## src/mmo_pkg.sv

```systemverilog
// Constants and types shared by the meter output block
package mmo_pkg;
    localparam int unsigned CLK_HZ = 100_000_000;
    // Terminal mode values
    localparam logic MODE_ANALOG = 1'h0;
    localparam logic MODE_PULSE = 1'h1;
    // Monitored item codes
    localparam logic [3:0] ITEM_FREQ_PRE = 4'h0;
    localparam logic [3:0] ITEM_FREQ_POST = 4'h1;
    localparam logic [3:0] ITEM_CURRENT = 4'h2;
    localparam logic [3:0] ITEM_VOLTAGE = 4'h3;
    localparam logic [3:0] ITEM_TORQUE = 4'h4;
    localparam logic [3:0] ITEM_LOAD = 4'h5;
    localparam logic [3:0] ITEM_POWER = 4'h6;
    localparam logic [3:0] ITEM_PID = 4'h7;
    localparam logic [3:0] ITEM_DC_LINK = 4'h8;
    localparam int ITEM_COUNT = 9;
    // Full-scale voltages in volts, by voltage class
    localparam logic [15:0] FS_VOUT_LOW = 16'h00FA;
    localparam logic [15:0] FS_VOUT_HIGH = 16'h01F4;
    localparam logic [15:0] FS_DCL_LOW = 16'h01F4;
    localparam logic [15:0] FS_DCL_HIGH = 16'h03E8;
    // Gain and setting ranges in percent; pulse rates in pulses per second
    localparam logic [7:0] GAIN_MAX = 8'hC8;
    localparam logic [12:0] RATE_MIN = 13'h012C;
    localparam logic [12:0] RATE_MAX = 13'h1770;
    localparam logic [12:0] RATE_FIXED = 13'h0A6E;
    // Level scale: 100 % quantity at 100 % gain gives 100*256
    localparam int LEVEL_SHIFT = 8;
    localparam logic [15:0] DUTY_FULL = 16'hC800;
    // Phase accumulator wraps at one second of clock cycles, so once per pulse
    localparam logic [26:0] PHASE_WRAP = 27'(CLK_HZ);
    localparam logic [26:0] PHASE_HALF = 27'(CLK_HZ / 2);
    localparam logic [26:0] DUTY_STEP = 27'(CLK_HZ / 51200);
    // Pulse high level in millivolts
    localparam int PULSE_HIGH_MV = 15600;
    localparam int DIV_STEPS = 16;
    localparam logic [4:0] DIV_LAST = 5'(DIV_STEPS - 1);
    typedef enum logic {JOB_ANALOG, JOB_PULSE} mmo_job_e;
endpackage

```

## src/mmo_div_if.sv

```systemverilog
// Handshake between the sequencer and the shared divider
`timescale 1ns/1ps
interface mmo_div_if;
    logic start;
    logic [47:0] num;
    logic [15:0] den;
    logic done;
    logic [15:0] quot;
    modport master (output start, output num, output den,
        input done, input quot);
    modport slave (input start, input num, input den,
        output done, output quot);
endinterface

```

## src/mmo_div.sv

```systemverilog
// Serial saturating divider, 16-bit quotient
`timescale 1ns/1ps
module mmo_div (
    // Clock and reset
    input wire logic clk,
    input wire logic srst,
    // Request and answer
    mmo_div_if.slave dv
);
    import mmo_pkg::*;

    logic busy_r, busy_nxt;
    logic done_r, done_nxt;
    logic [15:0] rem_r, rem_nxt;
    logic [15:0] low_r, low_nxt;
    logic [15:0] quot_r, quot_nxt;
    logic [15:0] den_r, den_nxt;
    logic [4:0] cnt_r, cnt_nxt;
    logic [16:0] trial;

    always_comb begin
        busy_nxt = busy_r;
        done_nxt = 1'b0;
        rem_nxt = rem_r;
        low_nxt = low_r;
        quot_nxt = quot_r;
        den_nxt = den_r;
        cnt_nxt = cnt_r;
        trial = {rem_r, low_r[15]};
        if (!busy_r && dv.start) begin
            den_nxt = dv.den;
            if (dv.den == 16'h0000) begin
                quot_nxt = 16'h0000;
                done_nxt = 1'b1;
            end else if (dv.num[47:16] >= {16'h0000, dv.den}) begin
                // Quotient does not fit: saturate
                quot_nxt = 16'hFFFF;
                done_nxt = 1'b1;
            end else begin
                rem_nxt = dv.num[31:16];
                low_nxt = dv.num[15:0];
                cnt_nxt = 5'h00;
                busy_nxt = 1'b1;
            end
        end else if (busy_r) begin
            low_nxt = {low_r[14:0], 1'b0};
            if (trial >= {1'b0, den_r}) begin
                rem_nxt = 16'(trial - {1'b0, den_r});
                quot_nxt = {quot_r[14:0], 1'b1};
            end else begin
                rem_nxt = trial[15:0];
                quot_nxt = {quot_r[14:0], 1'b0};
            end
            cnt_nxt = cnt_r + 5'h01;
            if (cnt_r == DIV_LAST) begin
                busy_nxt = 1'b0;
                done_nxt = 1'b1;
            end
        end
    end

    always_ff @(posedge clk) begin
        if (srst) begin
            busy_r <= 1'b0;
            done_r <= 1'b0;
            rem_r <= 16'h0000;
            low_r <= 16'h0000;
            quot_r <= 16'h0000;
            den_r <= 16'h0000;
            cnt_r <= 5'h00;
        end else begin
            busy_r <= busy_nxt;
            done_r <= done_nxt;
            rem_r <= rem_nxt;
            low_r <= low_nxt;
            quot_r <= quot_nxt;
            den_r <= den_nxt;
            cnt_r <= cnt_nxt;
        end
    end

    assign dv.done = done_r;
    assign dv.quot = quot_r;

    a_div_bounded: assert property (@(posedge clk)
        disable iff (srst)
        (!busy_r && dv.start) |-> ##[1:17] done_r)
        else $error("divider did not finish in time");
endmodule

```

## src/mmo_meter_top.sv

```systemverilog
// Meter output terminal: analog level or pulse train of a monitored item
`timescale 1ns/1ps
module mmo_meter_top (
    // Clock and reset
    input wire logic clk,
    input wire logic srst,
    // Settings
    input wire logic meter_terminal_mode_select,
    input wire logic [7:0] analog_meter_gain,
    input wire logic [3:0] analog_meter_item_select,
    input wire logic [12:0] pulse_full_scale_rate,
    input wire logic [7:0] pulse_average_voltage_setting,
    input wire logic [3:0] pulse_meter_item_select,
    input wire logic voltage_class_high,
    // Monitored quantities, indexed by item code
    input wire logic [15:0] mon_value [mmo_pkg::ITEM_COUNT],
    // Full-scale references
    input wire logic [15:0] max_output_freq,
    input wire logic [15:0] rated_current,
    input wire logic [15:0] rated_torque,
    input wire logic [15:0] rated_load,
    input wire logic [15:0] rated_power,
    input wire logic [15:0] pid_full_scale,
    // Terminal outputs
    output logic [15:0] analog_level,
    output logic meter_pulse_out,
    output logic [15:0] pulse_rate_now,
    output logic [15:0] pulse_duty_level
);
    import mmo_pkg::*;

    ////////////////////////////////////////////////////////////////////////
    // Item decode, shared by both selectors

    function automatic logic [15:0] full_scale(input logic [3:0] sel);
        case (sel)
            ITEM_FREQ_PRE, ITEM_FREQ_POST: full_scale = max_output_freq;
            ITEM_CURRENT: full_scale = {rated_current[14:0], 1'b0};
            ITEM_VOLTAGE:
                full_scale = voltage_class_high ? FS_VOUT_HIGH : FS_VOUT_LOW;
            ITEM_TORQUE: full_scale = {rated_torque[14:0], 1'b0};
            ITEM_LOAD: full_scale = {rated_load[14:0], 1'b0};
            ITEM_POWER: full_scale = {rated_power[14:0], 1'b0};
            ITEM_PID: full_scale = pid_full_scale;
            ITEM_DC_LINK:
                full_scale = voltage_class_high ? FS_DCL_HIGH : FS_DCL_LOW;
            default: full_scale = 16'h0000;
        endcase
    endfunction

    function automatic logic [15:0] item_value(input logic [3:0] sel);
        if (sel <= ITEM_DC_LINK) begin
            item_value = mon_value[sel];
        end else begin
            item_value = 16'h0000;
        end
    endfunction

    ////////////////////////////////////////////////////////////////////////
    // Settings clamped into range

    logic [7:0] gain_c, avg_c;
    logic [12:0] rate_c;
    logic duty_mode;

    always_comb begin
        gain_c = (analog_meter_gain > GAIN_MAX) ? GAIN_MAX :
            analog_meter_gain;
        avg_c = (pulse_average_voltage_setting > GAIN_MAX) ? GAIN_MAX :
            pulse_average_voltage_setting;
        if (pulse_full_scale_rate < RATE_MIN) begin
            rate_c = RATE_MIN;
        end else if (pulse_full_scale_rate > RATE_MAX) begin
            rate_c = RATE_MAX;
        end else begin
            rate_c = pulse_full_scale_rate;
        end
        duty_mode = (avg_c != 8'h00);
    end

    ////////////////////////////////////////////////////////////////////////
    // Sequencer: alternates analog and pulse jobs on the shared divider

    mmo_div_if dv ();

    mmo_div u_div (
        .clk(clk),
        .srst(srst),
        .dv(dv)
    );

    mmo_job_e job_r, job_nxt;
    logic wait_r, wait_nxt;
    logic [15:0] level_r, level_nxt;
    logic [15:0] rate_r, rate_nxt;
    logic [15:0] duty_r, duty_nxt;
    logic [15:0] a_q, p_q;

    always_comb begin
        a_q = item_value(analog_meter_item_select);
        p_q = item_value(pulse_meter_item_select);
        job_nxt = job_r;
        wait_nxt = wait_r;
        level_nxt = level_r;
        rate_nxt = rate_r;
        duty_nxt = duty_r;
        dv.start = !wait_r;
        dv.num = 48'h0;
        dv.den = 16'h0000;
        case (job_r)
            JOB_ANALOG: begin
                dv.num = (48'(a_q) * 48'(gain_c)) << LEVEL_SHIFT;
                dv.den = full_scale(analog_meter_item_select);
            end
            JOB_PULSE: begin
                dv.den = full_scale(pulse_meter_item_select);
                if (duty_mode) begin
                    dv.num = (48'(p_q) * 48'(avg_c)) << LEVEL_SHIFT;
                end else begin
                    dv.num = 48'(p_q) * 48'(rate_c);
                end
            end
            default: begin
                dv.num = 48'h0;
            end
        endcase
        if (!wait_r) begin
            wait_nxt = 1'b1;
        end else if (dv.done) begin
            wait_nxt = 1'b0;
            if (job_r == JOB_ANALOG) begin
                level_nxt = dv.quot;
                job_nxt = JOB_PULSE;
            end else begin
                job_nxt = JOB_ANALOG;
                if (duty_mode) begin
                    rate_nxt = {3'h0, RATE_FIXED};
                    duty_nxt = (dv.quot > DUTY_FULL) ? DUTY_FULL : dv.quot;
                end else begin
                    duty_nxt = 16'h0000;
                    rate_nxt = (dv.quot > {3'h0, rate_c}) ?
                        {3'h0, rate_c} : dv.quot;
                end
            end
        end
    end

    always_ff @(posedge clk) begin
        if (srst) begin
            job_r <= JOB_ANALOG;
            wait_r <= 1'b0;
            level_r <= 16'h0000;
            rate_r <= 16'h0000;
            duty_r <= 16'h0000;
        end else begin
            job_r <= job_nxt;
            wait_r <= wait_nxt;
            level_r <= level_nxt;
            rate_r <= rate_nxt;
            duty_r <= duty_nxt;
        end
    end

    ////////////////////////////////////////////////////////////////////////
    // Pulse train: phase accumulator advancing by the rate each clock

    logic [26:0] phase_r, phase_nxt;
    logic [27:0] phase_sum;
    logic [26:0] duty_thresh;
    logic pulse_r, pulse_nxt;
    logic [15:0] out_level_r, out_level_nxt;

    always_comb begin
        phase_sum = {1'b0, phase_r} + 28'(rate_r);
        if (phase_sum >= {1'b0, PHASE_WRAP}) begin
            phase_nxt = 27'(phase_sum - {1'b0, PHASE_WRAP});
        end else begin
            phase_nxt = phase_sum[26:0];
        end
        // High time over period sets the average of the 15.6 V level
        duty_thresh = 27'(duty_r * DUTY_STEP);
        pulse_nxt = 1'b0;
        if (meter_terminal_mode_select == MODE_PULSE && rate_r != 0) begin
            if (duty_mode) begin
                pulse_nxt = (phase_r < duty_thresh);
            end else begin
                pulse_nxt = (phase_r < PHASE_HALF);
            end
        end
        out_level_nxt = (meter_terminal_mode_select == MODE_ANALOG) ?
            level_r : 16'h0000;
    end

    always_ff @(posedge clk) begin
        if (srst) begin
            phase_r <= 27'h0;
            pulse_r <= 1'b0;
            out_level_r <= 16'h0000;
        end else begin
            phase_r <= phase_nxt;
            pulse_r <= pulse_nxt;
            out_level_r <= out_level_nxt;
        end
    end

    assign analog_level = out_level_r;
    assign meter_pulse_out = pulse_r;
    assign pulse_rate_now = rate_r;
    assign pulse_duty_level = duty_r;

    ////////////////////////////////////////////////////////////////////////
    // Checks

    a_analog_mode_quiet: assert property (@(posedge clk)
        disable iff (srst)
        $past(meter_terminal_mode_select) == MODE_ANALOG
        |-> !meter_pulse_out)
        else $error("pulse seen in analog mode");

    a_pulse_mode_level: assert property (@(posedge clk)
        disable iff (srst)
        $past(meter_terminal_mode_select) == MODE_PULSE
        |-> analog_level == 16'h0000)
        else $error("analog level seen in pulse mode");

    a_level_follows: assert property (@(posedge clk)
        disable iff (srst)
        dv.done && job_r == JOB_ANALOG |=> level_r == $past(dv.quot))
        else $error("analog level not loaded from result");

    a_rate_capped: assert property (@(posedge clk)
        disable iff (srst)
        !duty_mode && dv.done && job_r == JOB_PULSE
        |=> rate_r <= {3'h0, $past(rate_c)})
        else $error("variable rate above full-scale rate");

    a_fixed_rate: assert property (@(posedge clk)
        disable iff (srst)
        duty_mode && dv.done && job_r == JOB_PULSE
        |=> rate_r == {3'h0, RATE_FIXED})
        else $error("duty mode rate not fixed");

    a_duty_limit: assert property (@(posedge clk)
        disable iff (srst)
        duty_r <= DUTY_FULL)
        else $error("duty above full period");

    a_rate_range: assert property (@(posedge clk)
        disable iff (srst)
        rate_c >= RATE_MIN && rate_c <= RATE_MAX
        && (pulse_full_scale_rate < RATE_MIN
        || pulse_full_scale_rate > RATE_MAX
        || rate_c == pulse_full_scale_rate))
        else $error("full-scale rate outside range or altered");

    a_jobs_alternate: assert property (@(posedge clk)
        disable iff (srst)
        dv.done |=> job_r != $past(job_r))
        else $error("jobs did not alternate");

    a_bad_item_zero: assert property (@(posedge clk)
        disable iff (srst)
        dv.done && job_r == JOB_ANALOG
        && analog_meter_item_select > ITEM_DC_LINK
        && $past(analog_meter_item_select, 20) == analog_meter_item_select
        |=> level_r == 16'h0000)
        else $error("unknown item gave a level");
endmodule

```

## config.mk

```make
export PLATFORM = sky130hd
export DESIGN_NAME = mmo_meter_top
export DESIGN_NICKNAME = d
export VERILOG_FILES = /design/src/mmo_pkg.sv /design/src/mmo_div_if.sv /design/src/mmo_div.sv /design/src/mmo_meter_top.sv
export SDC_FILE = /design/constraint.sdc
export NUM_CORES = 2
export LEC_CHECK = 0
export ABC_AREA = 1
export BUFFER_PORTS_ARGS = -buffer_cell sky130_fd_sc_hd__buf_2
export CORE_ASPECT_RATIO = 1.2
export CORE_MARGIN = 1.5
export CORE_UTILIZATION = 56
export CTS_CLUSTER_DIAMETER = 80
export DETAILED_ROUTE_END_ITERATION = 16
export PLACE_DENSITY = 0.85
export SYNTH_ARGS = -nofsm -noshare
export SYNTH_HDL_FRONTEND = slang
export SYNTH_SLANG_ARGS = --single-unit
```

## constraint.sdc

```tcl
create_clock -name clk -period 10.2 [get_ports clk]
set_input_delay 2.04 -clock clk [delete_from_list [all_inputs] [get_ports clk]]
set_output_delay 2.04 -clock clk [all_outputs]
set_load 0.1 [all_outputs]
```

==> summary.txt <==
Timing
  • Min Hold Slack: 0.4251 ns
  • RSZ-0062 raised after global routing: no
  • Minimum clock period: 9.654 ns
  • Final Hold Vio Count: 0
  • Least-Margin Pin Slew: 1.170 ns
  • Setup-violating endpoint count in the final report: 0
  • Clock Skew: 0.01233 ns
  • Fmax: 0.1036 GHz
  • Period utilisation layout: 0.9465
  • Max Slew Vio Count: 0
  • Slew HR: 0.2174

Worst hold path
  • WHS Path Cells: 2
  • Hold wc startpoint: level_r[13]
  • Worst hold path type: flop to flop

Synthesis
  • Most frequent cell after synthesis: nand2_1
  • Syn_nets: 6104
  • Largest area contributor in the netlist: fa_1
  • Post-synthesis area per instance: 6.539 µm²
  • Dominant synthesized flop cell: dfxtp_1
  • Seq cells post-synth: 165
  • Top area cells in the synthesized netlist: fa_1, nand2_1, ha_1, inv_1, dfxtp_1
  • Synth cell types: 55
  • Register area share after synthesis: 0.09870
  • Synth cell count leaders: nand2_1, inv_1, nor2_1
  • Mapped Area: 33470 µm²
  • Post-synth EDFFs: 0
  • FFs w/ async S/R, synth: 0
  • YS warnings: 0
  • Synth top area share: 0.2231
  • Gate Count Post-Synth: 5118

Job
  • Maximum capacitance violations: 0

Global routing
  • Initial antenna violation count: 14
  • Largest net degree at the start of global routing: 83
  • All-Layer GR Usage: 0.3966
  • Vias in the first global route: 35702
  • Grt ovf: 0
  • First-pass GRT wire length: 188100 µm

Floorplanning
  • CORE AREA: 59350 µm²
  • Row cnt: 98
  • Chip Width: 226.2 µm
  • Die Span Y: 270.8 µm
  • # IOs: 330
  • Die area: 61240 µm²
  • Initial Util: 0.5639

Clock tree
  • Clock Pin Slew Worst Setup and Hold Paths: 0.07 ns
  • Total CTS buffers: 17
  • Total clock sinks: 165
  • Clk buf depth: 2
  • Clock Tree Root: clkbuf_16
  • H-Tree Depth: 4
  • CTS hold repair buffers: 0
  • Clock Latency Late Sink: 0.47 ns
  • CTS tree: built

Route
  • Via density: 5.641
  • Detailed Route WL: 121000 µm
  • DRT antenna net count: 0
  • DR iter-0 viols: 2992
  • DR WL/cell: 19.14 µm
  • DRC viols: 0
  • Via count: 35650
  • Pre-antenna DRT Iters: 8

Cells and area
  • FF/Latch Area: 3303 µm²
  • Post-Layout Inst Area: 37740 µm²
  • Area grow syn2layout: 12.77%
  • Fillers: 5492
  • Area of the multi-input gates: 25620 µm²
  • Final net count: 6482
  • Layout cell share with drive strength beyond 1: 0.1100

Outcome
  • Outcome: complete, no violations

Worst setup path
  • CP endpoint kind: flop
  • Required @ worst endpoint: 10.56 ns
  • Slowest stage cell, crit path: fa_1
  • CP peak stage delay: 0.55 ns
  • Worst setup path category: input port to flop
  • Crit path top cell by count: nand2_1
  • Worst-path maximum fanout: 18
  • Worst Path Arrival: 10.02 ns
  • Startpoint Class: input port
  • Crit path from: pulse_meter_item_select[1]
  • R2R depth: 25
  • Reg2reg start: pulse_duty_level[0]

Placement
  • Detailed-placement wirelength estimate: 99190 µm
  • Placer Congestion: 1.065
  • DP Area: 37040 µm²
  • IO buf count: 325

Power
  • Max VDD drop: 157.3 µV
  • Leak Pwr: 21.78 nW
  • Pwr dens: 167.8 nW/µm²
  • Tot Pwr: 6.335 mW
[cell type report]
class,instances,area share
Timing Repair Buffer,520,0.08652
Antenna cell,11,0.0007293
Clock inverter,15,0.005337
Multi-Input combinational cell,3756,0.6789
Inverter,1036,0.1032
Clock buffer,17,0.01127
Tap cell,800,0.02652
Sequential cell,165,0.08752
[path summary, 6_finish.rpt]
kind | to | slack (ns)
hold / removal | analog_level[13] | 0.43
setup reg to reg | meter_pulse_out | 3.92
setup / recovery | u_div.rem_r[3] | 0.55
hold reg to reg | analog_level[13] | 0.43
[stage by stage]
stage / util / worst slack (ns) / cells / TNS [ns]
6_report: 0.6360 / 0.5460 / 6320 / 0
5_1_grt: 0.6357 / 0.001924 / 6314 / 0
4_1_cts: 0.6347 / 0.4036 / 6305 / 0
3_5_place_dp: 0.6242 / -0.06231 / 6273 / -0.6401
3_3_place_gp: 0.6242 / 0.03642 / 6273 / 0
2_1_floorplan: - / 0.8676 / 5118 / 0
[worst max-delay path, delay by kind of cell]
family | cells | cell delay [ns]
fa+ha+maj | 7 | 3.24
compound gates | 5 | 0.95
simple gates | 19 | 2.24
buf+inv | 13 | 1.51
[power by group]
| part | internal, mW | leakage, nW | total, mW | switching (mW) |
|---|---|---|---|---|
| clock network | 0.358 | 0.303 | 0.696 | 0.338 |
| registers | 0.744 | 1.34 | 0.833 | 0.0885 |
| logic | 1.87 | 20.1 | 4.81 | 2.94 |
| total | 2.97 | 21.8 | 6.33 | 3.37 |
[placed cells by master, fill, tap and decap left out, types with 181 or more instances in the layout]
cell type	synthesis	final
fa_1	373	373
o21ai_0	209	209
buf_4	4	181
buf_2	21	325
a21oi_1	219	219
nand2_1	1421	1420
nand3_1	244	244
nor2_1	474	470
inv_1	1023	1022
ha_1	332	332
[layer usage]
| metal | global-route usage | share of wire | vias up |
|---|---|---|---|
| li1 | - | - | 16706 |
| met1 | 0.4133 | 0.34 | 16483 |
| met2 | 0.6692 | 0.47 | 1869 |
| met3 | 0.08482 | 0.090 | 590 |
| met4 | 0.3516 | 0.11 | 2 |
| met5 | 0 | 0.000099 | - |
[timing repair]
action | 4_1_cts | 5_1_grt
resized for setup | 0 | 9
endpoints found under the setup margin | 0 | 54
setup buffers | 0 | 4
[logic make-up (layout without fill, tap and decap cells)]
logic type               Yosys count  count (layout)  share of synthesized area
AO/OA/AOI/OAI                    643             643                     0.1125
XOR/XNOR                          76              76                    0.01989
AND/OR/NAND/NOR                 2332            2332                     0.2855
adder cells (fa/ha/maj)          705             705                     0.3472
buffers and inverters           1197            1588                     0.1362
other                              0              11                          0
flip-flops                       165             165                    0.09870
[registers in the layout, summed over array words and instances, names as in the netlist]
name,flops
u_div.rem_r,16
u_div.dv.done,1
meter_pulse_out,1
u_div.dv.quot,16
phase_r,27
job_r,1
analog_level,16
u_div.busy_r,1
wait_r,1
u_div.cnt_r,5
u_div.den_r,16
pulse_duty_level,16
pulse_rate_now,16
level_r,16
u_div.low_r,16
No activity file was read; power rests on OpenSTA's default activity.
